File: config.mk
export PLATFORM = sky130hd
export DESIGN_NAME = mode_register_bank
export DESIGN_NICKNAME = d
export VERILOG_FILES = /design/src/verilog/mode_bank_pkg.sv /design/src/verilog/pin_sync.sv /design/src/verilog/calib_engine.sv /design/src/verilog/mode_register_bank.sv
export VERILOG_INCLUDE_DIRS = /design/src /design/src/verilog
export SDC_FILE = /design/constraint.sdc
export NUM_CORES = 1
export LEC_CHECK = 0
export ABC_AREA = 1
export BUFFER_PORTS_ARGS = -buffer_cell sky130_fd_sc_hd__buf_2
export CAP_MARGIN = 0
export CORE_AREA = 2 2 96 98
export DETAILED_ROUTE_END_ITERATION = 7
export DIE_AREA = 0 0 98 100
export PLACE_DENSITY = 0.68
export SLEW_MARGIN = 10
export SYNTH_ARGS = -nofsm -noshare
export SYNTH_HDL_FRONTEND = slang
export SYNTH_HIERARCHICAL = 1
export SYNTH_SLANG_ARGS = --single-unit
File: constraint.sdc
create_clock -name clock -period 3.3 [get_ports clock]
set_input_delay 0.33 -clock clock [delete_from_list [all_inputs] [get_ports clock]]
set_output_delay 0.33 -clock clock [all_outputs]
set_load 0.02 [all_outputs]
File: src/verilog/mode_bank_consts.svh
// constants of the mode register bank: addresses, field positions, codes, reset values, timing
// assumes inclusion by the design modules; the package does not include it
//
// Overview of operation
// - write-only latency register 02H; low nibble codes 0010..0111 pick read/write latency
// - write-only drive strength at 03H; 0001..0111 valid, 0101 reserved, default 0010
// - read-only refresh-rate code in bits 2:0 of the temperature register 04H
// - update flag bit 7 sets when the refresh-rate code changes since last read
// - reading the temperature register clears its update flag
// - update flag is zero after power-up
// - refresh-rate code bit 2 set means the die is above 85 degrees
// - address 05H reads an eight-bit maker identification
// - address 06H reads the first revision identifier
// - address 07H reads the second revision identifier
// - address 08H reads type in 1:0, density in 5:2, bus width in 7:6
// - address 09H is the vendor test-mode register, undefined in normal use
// - writing 0AH picks init, long, short calibration or calibration reset
// - a reserved calibration value is ignored and starts nothing
// - reference pin at core supply forces default calibration, commands ignored
// - init calibration completion records the reference resistor connection in register 0
// - register 0 bits 4:3 hold self test: 00 none, 01 supply/open, 10 ground, 11 good
`ifndef MODE_BANK_CONSTS_SVH
`define MODE_BANK_CONSTS_SVH

`define MA_DEVICE_INFO    8'h00
`define MA_LATENCY        8'h02
`define MA_IO_DRIVE       8'h03
`define MA_TEMPERATURE    8'h04
`define MA_MAKER_ID       8'h05
`define MA_REVISION_1     8'h06
`define MA_REVISION_2     8'h07
`define MA_GEOMETRY       8'h08
`define MA_TEST_MODE      8'h09
`define MA_CALIBRATION    8'h0A

`define LAT_CODE_MIN      4'h2
`define LAT_CODE_MAX      4'h7
`define LAT_RESET         4'h2
`define RL_BASE           4'h3

`define DS_CODE_MIN       4'h1
`define DS_CODE_MAX       4'h7
`define DS_CODE_RSVD      4'h5
`define DS_RESET          4'h2

`define TUF_BIT           7
`define HOT_BIT           2

`define CAL_CODE_INIT     8'hFF
`define CAL_CODE_LONG     8'hAB
`define CAL_CODE_SHORT    8'h56
`define CAL_CODE_RESET    8'hC3

`define SELFTEST_NONE     2'h0
`define SELFTEST_SUPPLY   2'h1
`define SELFTEST_GROUND   2'h2
`define SELFTEST_GOOD     2'h3
`define SELFTEST_LSB      3

`define GEO_TYPE          2'h0
`define GEO_DENSITY       4'h5
`define GEO_WIDTH_X32     2'h0
`define GEO_WIDTH_X16     2'h1

`define CLOCK_PERIOD_NS   10
`define CAL_INIT_NS       1000
`define CAL_LONG_NS       360
`define CAL_SHORT_NS      90
`define CAL_RESET_NS      50

`endif

File: src/verilog/mode_bank_pkg.sv
// types shared by the mode register bank modules
// assumes the constants header sits beside it
package mode_bank_pkg;

    typedef enum logic [2:0] {
        CAL_NONE,
        CAL_INIT,
        CAL_LONG,
        CAL_SHORT,
        CAL_RESET
    } calib_op_type;

    typedef struct packed {
        logic       select_b;
        logic       write;
        logic [7:0] addr;
        logic [7:0] data;
    } mode_cmd_type;

    typedef struct packed {
        logic         link_clk;
        mode_cmd_type cmd;
        logic [2:0]   sensor_code;
        logic         ref_at_supply;
        logic         ref_at_ground;
    } pin_bundle_type;

endpackage

File: src/verilog/pin_sync.sv
// two-stage synchroniser for a bundle of pin inputs
// assumes the pins are asynchronous to clock
`timescale 1ns/1ns
module pin_sync #(
    parameter int WIDTH = 1
) (
    input  wire logic             clock,
    input  wire logic             rst_b,
    input  wire logic [WIDTH-1:0] d,
    output logic      [WIDTH-1:0] q
);
    logic [WIDTH-1:0] meta_q;

    initial begin
        if (WIDTH < 1) $error("pin_sync width must be at least one");
    end

    always_ff @(posedge clock or negedge rst_b) begin
        if (!rst_b) begin
            meta_q <= '0;
            q      <= '0;
        end else begin
            meta_q <= d;
            q      <= meta_q;
        end
    end
endmodule

File: src/verilog/calib_engine.sv
// calibration sequencer: runs one calibration operation for its set duration
// assumes start is a one-cycle pulse on clock, only given while idle
`timescale 1ns/1ns
`include "mode_bank_consts.svh"
module calib_engine
    import mode_bank_pkg::*;
#(
    parameter int INIT_NS  = `CAL_INIT_NS,
    parameter int LONG_NS  = `CAL_LONG_NS,
    parameter int SHORT_NS = `CAL_SHORT_NS,
    parameter int RESET_NS = `CAL_RESET_NS
) (
    input  wire logic         clock,
    input  wire logic         rst_b,
    input  wire logic         start,
    input  wire calib_op_type start_op,
    output logic              busy,
    output logic              done,
    output calib_op_type      done_op
);
    localparam int INIT_CYC  = (INIT_NS  + `CLOCK_PERIOD_NS - 1) / `CLOCK_PERIOD_NS;
    localparam int LONG_CYC  = (LONG_NS  + `CLOCK_PERIOD_NS - 1) / `CLOCK_PERIOD_NS;
    localparam int SHORT_CYC = (SHORT_NS + `CLOCK_PERIOD_NS - 1) / `CLOCK_PERIOD_NS;
    localparam int RESET_CYC = (RESET_NS + `CLOCK_PERIOD_NS - 1) / `CLOCK_PERIOD_NS;

    typedef enum logic {ST_IDLE, ST_RUN} cal_state_type;

    cal_state_type state_q;
    calib_op_type  op_q;
    logic [11:0]   count_q;
    logic [11:0]   load_count;

    initial begin
        if (INIT_CYC < 1 || INIT_CYC > 4095 || LONG_CYC < 1 || LONG_CYC > 4095 ||
            SHORT_CYC < 1 || SHORT_CYC > 4095 || RESET_CYC < 1 || RESET_CYC > 4095)
            $error("calibration durations out of range");
    end

    assign load_count = (start_op == CAL_INIT)  ? 12'(INIT_CYC)  :
                        (start_op == CAL_LONG)  ? 12'(LONG_CYC)  :
                        (start_op == CAL_SHORT) ? 12'(SHORT_CYC) : 12'(RESET_CYC);
    assign busy = (state_q == ST_RUN);

    always_ff @(posedge clock or negedge rst_b) begin
        if (!rst_b) begin
            state_q <= ST_IDLE;
            op_q    <= CAL_NONE;
            count_q <= 12'h000;
            done    <= 1'b0;
            done_op <= CAL_NONE;
        end else begin
            done <= 1'b0;
            case (state_q)
                ST_IDLE: begin
                    if (start) begin
                        state_q <= ST_RUN;
                        op_q    <= start_op;
                        count_q <= load_count;
                    end
                end
                ST_RUN: begin
                    if (count_q == 12'h001) begin
                        state_q <= ST_IDLE;
                        done    <= 1'b1;
                        done_op <= op_q;
                    end
                    count_q <= count_q - 12'h001;
                end
                default: state_q <= ST_IDLE;
            endcase
        end
    end
endmodule

File: src/verilog/mode_register_bank.sv
// mode register bank: decodes mode register write and read commands from the
// command pins, holds latency, drive strength, temperature status and calibration
// assumes command pins are sampled at rising edges of the link clock pin,
// which runs well below half the block clock
`timescale 1ns/1ns
`include "mode_bank_consts.svh"
module mode_register_bank
    import mode_bank_pkg::*;
#(
    parameter logic [7:0] MAKER_ID   = 8'h5A,
    parameter logic [7:0] REVISION_1 = 8'h01,
    parameter logic [7:0] REVISION_2 = 8'h02,
    parameter bit         BUS_X16    = 1'b1,
    parameter int         CAL_INIT_NS = `CAL_INIT_NS
) (
    input  wire logic       clock,
    input  wire logic       rst_b,
    input  wire logic       link_clk_pin,
    input  wire logic       cmd_select_b_pin,
    input  wire logic       cmd_write_pin,
    input  wire logic [7:0] mode_addr_pin,
    input  wire logic [7:0] op_data_pin,
    input  wire logic [2:0] sensor_code_pin,
    input  wire logic       ref_at_supply_pin,
    input  wire logic       ref_at_ground_pin,
    output logic      [7:0] read_data,
    output logic            read_valid,
    output logic      [3:0] read_latency,
    output logic      [3:0] write_latency,
    output logic      [3:0] drive_strength,
    output logic      [2:0] refresh_code,
    output logic            temp_update_flag,
    output logic            calib_busy,
    output logic            calib_default
);
    // MAKER_ID, REVISION_1, REVISION_2 defaults are arbitrary

    pin_bundle_type pins_raw;
    pin_bundle_type pins_s;
    logic           link_clk_prev_q;
    logic           link_rise;
    logic           cmd_taken;
    logic           wr_taken;
    logic           rd_taken;
    logic [3:0]     wr_nibble;

    logic [3:0]     lat_code_q;
    logic [3:0]     ds_code_q;
    logic [2:0]     temp_code_q;
    logic           tuf_q;
    logic [1:0]     selftest_q;

    logic           lat_code_ok;
    logic           ds_code_ok;
    logic           cal_code_ok;
    calib_op_type   cal_op_dec;
    logic           cal_start;
    logic           cal_busy_w;
    logic           cal_done;
    calib_op_type   cal_done_op;
    logic           code_changed;
    logic           tuf_clear;
    logic [1:0]     ref_selftest;
    logic [1:0]     geo_width;
    logic [7:0]     temp_value;
    logic [7:0]     info_value;
    logic [7:0]     geo_value;
    logic [7:0]     rd_value;
    logic [3:0]     wl_of_code;
    logic [1:0]     fill_q;
    logic           sync_ready;
    logic           lat_write;
    logic           ds_write;
    logic           init_at_supply;

    assign pins_raw.link_clk      = link_clk_pin;
    assign pins_raw.cmd.select_b  = cmd_select_b_pin;
    assign pins_raw.cmd.write     = cmd_write_pin;
    assign pins_raw.cmd.addr      = mode_addr_pin;
    assign pins_raw.cmd.data      = op_data_pin;
    assign pins_raw.sensor_code   = sensor_code_pin;
    assign pins_raw.ref_at_supply = ref_at_supply_pin;
    assign pins_raw.ref_at_ground = ref_at_ground_pin;

    pin_sync #(
        .WIDTH ($bits(pin_bundle_type))
    ) u_pin_sync (
        .clock (clock),
        .rst_b (rst_b),
        .d     (pins_raw),
        .q     (pins_s)
    );

    // synchroniser holds real pin values from the second edge after reset
    assign sync_ready = (fill_q == 2'h2);

    // command is taken at each synchronised rising edge of the link clock while select_b is low
    assign link_rise = sync_ready & pins_s.link_clk & ~link_clk_prev_q;
    assign cmd_taken = link_rise & ~pins_s.cmd.select_b;
    assign wr_taken  = cmd_taken & pins_s.cmd.write;
    assign rd_taken  = cmd_taken & ~pins_s.cmd.write;
    assign wr_nibble = pins_s.cmd.data[3:0];

    // latency codes: reserved ones are dropped
    assign lat_code_ok = (wr_nibble >= `LAT_CODE_MIN) && (wr_nibble <= `LAT_CODE_MAX);

    // drive strength codes, 0101 is reserved
    assign ds_code_ok = (wr_nibble >= `DS_CODE_MIN) && (wr_nibble <= `DS_CODE_MAX)
                        && (wr_nibble != `DS_CODE_RSVD);

    // register write strobes
    assign lat_write      = wr_taken && (pins_s.cmd.addr == `MA_LATENCY) && lat_code_ok;
    assign ds_write       = wr_taken && (pins_s.cmd.addr == `MA_IO_DRIVE) && ds_code_ok;
    assign init_at_supply = wr_taken && (pins_s.cmd.addr == `MA_CALIBRATION)
                            && (cal_op_dec == CAL_INIT) && pins_s.ref_at_supply;

    // calibration command decode
    assign cal_op_dec = (pins_s.cmd.data == `CAL_CODE_INIT)  ? CAL_INIT  :
                        (pins_s.cmd.data == `CAL_CODE_LONG)  ? CAL_LONG  :
                        (pins_s.cmd.data == `CAL_CODE_SHORT) ? CAL_SHORT :
                        (pins_s.cmd.data == `CAL_CODE_RESET) ? CAL_RESET : CAL_NONE;
    assign cal_code_ok = (cal_op_dec != CAL_NONE);

    // pin tied to supply: default calibration, commands ignored
    assign cal_start = wr_taken && (pins_s.cmd.addr == `MA_CALIBRATION) && cal_code_ok
                       && !pins_s.ref_at_supply && !cal_busy_w;

    assign ref_selftest = pins_s.ref_at_supply ? `SELFTEST_SUPPLY :
                          pins_s.ref_at_ground ? `SELFTEST_GROUND : `SELFTEST_GOOD;

    calib_engine #(
        .INIT_NS  (CAL_INIT_NS),
        .LONG_NS  (`CAL_LONG_NS),
        .SHORT_NS (`CAL_SHORT_NS),
        .RESET_NS (`CAL_RESET_NS)
    ) u_calib_engine (
        .clock    (clock),
        .rst_b    (rst_b),
        .start    (cal_start),
        .start_op (cal_op_dec),
        .busy     (cal_busy_w),
        .done     (cal_done),
        .done_op  (cal_done_op)
    );

    // temperature status
    assign code_changed = (pins_s.sensor_code != temp_code_q);
    assign tuf_clear    = rd_taken && (pins_s.cmd.addr == `MA_TEMPERATURE);
    assign temp_value   = {tuf_q, 4'h0, temp_code_q};

    // geometry and register 0
    assign geo_width  = BUS_X16 ? `GEO_WIDTH_X16 : `GEO_WIDTH_X32;
    assign geo_value  = {geo_width, `GEO_DENSITY, `GEO_TYPE};
    assign info_value = {3'h0, selftest_q, 3'h0};

    // write latency pairs with the read latency code
    always_comb begin
        case (lat_code_q)
            4'h2:    wl_of_code = 4'h1;
            4'h3:    wl_of_code = 4'h2;
            4'h4:    wl_of_code = 4'h2;
            4'h5:    wl_of_code = 4'h3;
            4'h6:    wl_of_code = 4'h4;
            4'h7:    wl_of_code = 4'h4;
            default: wl_of_code = 4'h1;
        endcase
    end

    // read data mux; write-only and test mode addresses read zero
    always_comb begin
        case (pins_s.cmd.addr)
            `MA_DEVICE_INFO: rd_value = info_value;
            `MA_TEMPERATURE: rd_value = temp_value;
            `MA_MAKER_ID:    rd_value = MAKER_ID;
            `MA_REVISION_1:  rd_value = REVISION_1;
            `MA_REVISION_2:  rd_value = REVISION_2;
            `MA_GEOMETRY:    rd_value = geo_value;
            `MA_TEST_MODE:   rd_value = 8'h00;
            default:         rd_value = 8'h00;
        endcase
    end

    always_ff @(posedge clock or negedge rst_b) begin
        if (!rst_b) begin
            link_clk_prev_q <= 1'b0;
        end else begin
            link_clk_prev_q <= pins_s.link_clk;
        end
    end

    // counts the edges the synchroniser needs to fill after reset
    always_ff @(posedge clock or negedge rst_b) begin
        if (!rst_b) begin
            fill_q <= 2'h0;
        end else if (!sync_ready) begin
            fill_q <= fill_q + 2'h1;
        end
    end

    always_ff @(posedge clock or negedge rst_b) begin
        if (!rst_b) begin
            lat_code_q <= `LAT_RESET;
            ds_code_q  <= `DS_RESET;
        end else begin
            if (lat_write)
                lat_code_q <= wr_nibble;
            if (ds_write)
                ds_code_q <= wr_nibble;
        end
    end

    // flag: a change in the same cycle as the read wins over the clear;
    // the code is not followed until the synchroniser holds pin values,
    // so the synchroniser's reset zeros never look like a code change
    always_ff @(posedge clock or negedge rst_b) begin
        if (!rst_b) begin
            temp_code_q <= 3'h3;
            tuf_q       <= 1'b0;
        end else if (sync_ready) begin
            temp_code_q <= pins_s.sensor_code;
            if (code_changed)
                tuf_q <= 1'b1;
            else if (tuf_clear)
                tuf_q <= 1'b0;
        end
    end

    always_ff @(posedge clock or negedge rst_b) begin
        if (!rst_b) begin
            selftest_q <= `SELFTEST_NONE;
        end else begin
            if (cal_done && cal_done_op == CAL_INIT)
                selftest_q <= ref_selftest;
            else if (init_at_supply)
                selftest_q <= `SELFTEST_SUPPLY;
        end
    end

    always_ff @(posedge clock or negedge rst_b) begin
        if (!rst_b) begin
            read_data  <= 8'h00;
            read_valid <= 1'b0;
        end else begin
            read_valid <= rd_taken;
            if (rd_taken)
                read_data <= rd_value;
        end
    end

    always_ff @(posedge clock or negedge rst_b) begin
        if (!rst_b) begin
            read_latency     <= `RL_BASE;
            write_latency    <= 4'h1;
            drive_strength   <= `DS_RESET;
            refresh_code     <= 3'h3;
            temp_update_flag <= 1'b0;
            calib_busy       <= 1'b0;
            calib_default    <= 1'b0;
        end else begin
            read_latency     <= lat_code_q + 4'h1;
            write_latency    <= wl_of_code;
            drive_strength   <= ds_code_q;
            refresh_code     <= temp_code_q;
            temp_update_flag <= tuf_q;
            calib_busy       <= cal_busy_w;
            calib_default    <= pins_s.ref_at_supply;
        end
    end
endmodule

* Word level (Yosys, flattened, before mapping)
Cells that the tools add are included.
Widths: inputs -> output; s select.
** Word-level totals
- Flip-flop bits (word level) :: 111
- Input port bits :: 26
- Output and inout port bits :: 27
- Logic and storage cells :: 112
** Operators by class
- $add $sub $neg :: 3
- $lt $le $gt $ge :: 3
- Eq/ne operators :: 26
- Multiplexer cells :: 22
- Bitwise logic cells :: 9
- Reduce and logical (&&, ||, !) cells :: 26
** Operator list (number)
- $pmux 8 s6 :: 1
- $mux 12 :: 3
- $eq 8x3->1 const B :: 4
- $eq 8x8->1 const B :: 3
- $pmux 12 s2 :: 1
- $eq 4x3->1 const B :: 4
- $eq 8x2->1 const B :: 2
- $eq 8x4->1 const B :: 2
- $logic_and 1x1->1 :: 15
- $eq 12x1->1 const B :: 1
- $mux 3 :: 4
- $sub 12x1->12 const B :: 1
- $pmux 3 s3 :: 1
- $eq 8x7->1 const B :: 1
- $logic_not 8->1 :: 1
- $mux 1 :: 7
- $eq 3x1->1 const B :: 2
- $eq 3x2->1 const B :: 2
- $mux 2 :: 3
- $reduce_and 2->1 :: 3
- $and 1x1->1 :: 5
- $add 4x1->4 const B :: 1
- $eq 4x2->1 const B :: 1
- $ge 4x1->1 const B :: 1
- 14 further kinds :: 20

* Depth between registers and ports, before layout
- Word-level depth :: 11
- Gate-level depth with buffers :: 17
- Depth with buffers taken out :: 16

* Modules after synthesis
The synthesis kept the hierarchy.
** Modules (own cells, without submodules)
- mode_register_bank :: times used 1, cells an instance 220, area an instance 1956.9 um^2
- pin_sync :: times used 1, cells an instance 48, area an instance 1201.2 um^2
- calib_engine :: times used 1, cells an instance 149, area an instance 1074.8 um^2

* Worst setup path after synthesis
No wires, ideal clock.
- Kind :: register to register
- Start :: register fill_q[0]
- End :: register u_calib_engine.count_q[10]
- Data arrival time :: 1767 ps
- Data required time :: 3178 ps
- Path slack :: 1410 ps
- Stages on the path, launching flop included :: 15
- Buffers on the path :: 1
- Period minus slack after synthesis :: 1890 ps
- Path through :: dfrtp_1 -> inv_1 -> ha_1 -> buf_4 -> nand2_2 -> clkinv_2 -> nand3_1 -> inv_1 -> nand4_1 -> nor2_1 -> inv_1 -> nor2_1 -> inv_1 -> nand3_1 -> o21ai_1
** Between the ends
- Cells in the longest elaborated chain, start to end :: 10
** Ends and longest elaborated chain
- from (decl) :: line mode_register_bank.sv:70 : logic [1:0] fill_q;
- from (signal assigned) :: line mode_register_bank.sv:196 : fill_q <= fill_q + 2'h1;
- $eq 2x2->1 :: line mode_register_bank.sv:95 : assign sync_ready = (fill_q == 2'h2);
- $and 1x1->1 (2 in a row) :: line mode_register_bank.sv:98 : assign link_rise = sync_ready & pins_s.link_clk & ~link_clk_prev_q;
- $and 1x1->1 :: line mode_register_bank.sv:99 : assign cmd_taken = link_rise & ~pins_s.cmd.select_b;
- $and 1x1->1 :: line mode_register_bank.sv:100 : assign wr_taken = cmd_taken & pins_s.cmd.write;
- $logic_and 1x1->1 (4 in a row) :: line mode_register_bank.sv:125 : assign cal_start = wr_taken && (pins_s.cmd.addr == `MA_CALIBRATION) && cal_code_ok
- named net cal_start :: line mode_register_bank.sv:57 : logic cal_start;
- $ne 2x2->1 (no line)
- to (signal assigned) :: line calib_engine.sv:58 : count_q <= load_count;
- to (signal assigned) :: line calib_engine.sv:67 : count_q <= count_q - 12'h001;
- to (decl) :: line calib_engine.sv:30 : logic [11:0] count_q;
The timed path passes the listed nets, and every way through them passes these cells.
A chain may end at the register's enable or synchronous reset.

* Worst setup path in the final report
Same ends and word-level chain as after synthesis.

==> impl_metrics.env <==
export IMPL_status="finished clean"
export IMPL_crit_required_ps=3570
export IMPL_min_delay_start="ref_at_supply_pin"
export IMPL_h_tree_depth=3
export IMPL_ant_nets=0
export IMPL_crit_buf_inv=5
export IMPL_slowest_stage="dfrtp_1"
export IMPL_die_width_um=98
export IMPL_grt_usage=0.157
export IMPL_synthMuxAreaShare=0.00532
export IMPL_grt_pass1_wl_um=12300
export IMPL_crit_path_cell_trace="inv_1 > ha_1 > nand2_2 > clkinv_2 > nand3_1 > inv_1 > nand4_1 > nor2_1 > inv_1 > nor2_1 > inv_1 > nand3_1 > o21ai_1"
export IMPL_fin_nets=510
export IMPL_antenna_found_initial=0
export IMPL_numCtsBuffers=9
export IMPL_arrival_ps=2530
export IMPL_drv_slew=0
export IMPL_first_iter_violations=176
export IMPL_drive_above_1_share=0.205
export IMPL_netlist_area_um2=4230
export IMPL_setup_viol=0
export IMPL_ir_drop_mv=0.371
export IMPL_ioPinCount=53
export IMPL_finalClockSkew_ps=9.24
export IMPL_whs_path_depth=1
export IMPL_yosys_top_cells_area="dfrtp_1, nand2_1, dfstp_2"
export IMPL_yosysUniqueCellTypes=34
export IMPL_synth_fa_ha_area_frac=0.0207
export IMPL_synth_edf_count=0
export IMPL_clock_sinks=110
export IMPL_worst_pin_slew_ps=1000
export IMPL_finalSetupTns_ps=0
export IMPL_rows=35
export IMPL_drc=0
export IMPL_synth_seq_cells=110
export IMPL_leakage_nw=2.52
export IMPL_worst_skew_pair_late_latency_ps=370
export IMPL_synth_top_family_by_area="simple AND/OR/NAND/NOR gates"
export IMPL_via_per_inst=4.74
export IMPL_cp_startpoint="fill_q[0]$_DFFE_PN0P_"
export IMPL_hold_class="input pin to flop"
export IMPL_regToRegEndpoint="u_calib_engine/count_q[10]$_DFFE_PN0P_"
export IMPL_rsz0062_at_grt="no"
export IMPL_start_util=0.476
export IMPL_cts_tree="done"
export IMPL_yosysMostFrequentCell="nand2_1"
export IMPL_syn_area_per_cell_um2=10.2
export IMPL_syn_to_final_growth_pct=13.9
export IMPL_grt_overflow=0
export IMPL_cts_resized=0
export IMPL_synth_xor_area_frac=0.0145
export IMPL_fillers=800
export IMPL_path_delay_family="simple AND/OR/NAND/NOR gates"
export IMPL_die_h_um=100
export IMPL_routed_wl_um=7030
export IMPL_synth_top_area_cell="dfrtp_1"
export IMPL_critical_path_max_stage_delay_ps=400
export IMPL_die_area_um2=9800
export IMPL_drv_cap=0
export IMPL_cp_start_kind="flop"
export IMPL_via_count=2808
export IMPL_coreArea_um2=8890
export IMPL_p_per_area_nw_per_um2=483
export IMPL_post_cts_buffers=0
export IMPL_grt_pass1_vias=2719
export IMPL_hold_violations=0
export IMPL_seq_area_frac_synth=0.653
export IMPL_clk_pin_slew_worst_paths_ps=110
export IMPL_grt_max_degree=87
export IMPL_ys_flop_type="dfrtp_1"
export IMPL_synth_top_area_frac=0.591
export IMPL_synthCells=417
export IMPL_ys_warn_count=6
export IMPL_yosys_area_share_simple=0.216
export IMPL_path_max_fanout=9
export IMPL_dr_pass1_iters=5
export IMPL_r2r_slack_ps=1030
export IMPL_reg2reg_depth=13
export IMPL_synthTopCellsByCount="nand2_1, dfrtp_1, inv_1, nor2_1, nand3_1"
export IMPL_cts_hold_buf=0
export IMPL_routedWlPerCell_um=11.9
export IMPL_min_to="u_pin_sync/meta_q[1]$_DFF_PN0_"
export IMPL_cp_end_kind="flop"
export IMPL_cts_root_buf="clkbuf_8"
export IMPL_utilization=0.542
export IMPL_timing_rr_start="fill_q[0]$_DFFE_PN0P_"
export IMPL_hpwl_um=5160
export IMPL_path_class="flop to flop"
export IMPL_max_slew_margin=0.331
export IMPL_finalCritPeriodShare=0.687
export IMPL_gp_congestion=0.887
export IMPL_fmax_ghz=0.441
export IMPL_fin_crit_ps=2270
export IMPL_io_buffers=50
export IMPL_critPathMostFrequentCell="inv_1"
export IMPL_synth_compound_area_frac=0.0369
export IMPL_cts_buffer_depth=2
export IMPL_synthArstFlopShare=1.00
export IMPL_diodes=0
-- state kept, by name, indices dropped and copies added, names as in the netlist, 3 cells and up --
| name | cells |
|---|---|
| u_pin_sync/q | 24 |
| u_calib_engine/op_q | 3 |
| u_calib_engine/done_op | 3 |
| u_pin_sync/meta_q | 24 |
| drive_strength | 4 |
| u_calib_engine/count_q | 12 |
| ds_code_q | 4 |
| temp_code_q | 3 |
| lat_code_q | 4 |
| write_latency | 3 |
| read_data | 7 |
| read_latency | 4 |
| refresh_code | 3 |
-- where the power goes --
| group | leakage [nW] | internal [mW] | switching [mW] |
|---|---|---|---|
| logic | 1.05 | 0.0288 | 0.0614 |
| clock network | 0.105 | 0.366 | 0.463 |
| registers | 1.36 | 1.39 | 0.0214 |
-- final cells by class --
cell class                 count  area (µm²)  area share
tap                          111         139      0.0288
inverter                      50         189      0.0392
clock inverter                 7        87.6      0.0182
sequential                   110        2770       0.574
clock buffer                   9         124      0.0257
timing repair buffer          52         268      0.0555
multi-input combinational    254        1250       0.259
-- per-stage QoR --
stage	worst slack [ps]	cells	power (mW)	cell area (µm²)	hold slack (ps)
6_report	1030	593	2.33	4820	58.0
3_5_place_dp	1030	577	1.53	4610	335
4_1_cts	1010	593	2.36	4820	43.5
2_1_floorplan	1410	418	1.47	4240	34.4
5_1_grt	710	593	2.44	4820	28.0
3_3_place_gp	1130	577	1.52	4610	333
-- metal layers --
layer  part of all wire  GRT usage  wire [µm]  up-vias
met5                  0          0          0        -
met4              0.017     0.0524        121        0
met3              0.042     0.0376        293        9
met2               0.45      0.237       3150       53
met1               0.49      0.226       3460     1329
li1                   -          -          -     1417
-- cells in the final DEF (no fill, tap or decap), drive strengths merged, types with 2 or more instances in the layout --
cell / n
inv: 52
nand4: 8
clkinv: 3
mux2: 2
clkbuf: 9
xnor2: 5
dfrtp: 100
a21oi: 3
nor3: 4
conb: 2
ha: 7
nand2: 111
nand3: 29
dfstp: 10
o21ai: 20
xor2: 2
nor2: 55
buf: 52
-- logic make-up (layout without fill, tap and decap cells) --
family | count (synthesis) | after routing
and+or+nand+nor | 208 | 208
AOI/OAI and AO/OA | 28 | 28
buffers and inverters | 54 | 118
xor gates and xnor gates | 7 | 7
muxes | 2 | 2
other | 1 | 2
adders and majority gates | 7 | 7
DFF | 110 | 110
-- how the worst max path moves through the flow --
stage                                                   to  slack, ps  cells past startpoint
floorplan           u_calib_engine/count_q[10]$_DFFE_PN0P_       1410                     14
global placement    u_calib_engine/count_q[10]$_DFFE_PN0P_       1130                     13
detailed placement   u_calib_engine/count_q[8]$_DFFE_PN0P_       1030                     13
CTS                     u_calib_engine/op_q[2]$_DFFE_PN0P_       1010                     13
global route         u_calib_engine/count_q[8]$_DFFE_PN0P_        710                     13
finish              u_calib_engine/count_q[10]$_DFFE_PN0P_       1030                     13
Power figures use the tool's default switching activity.
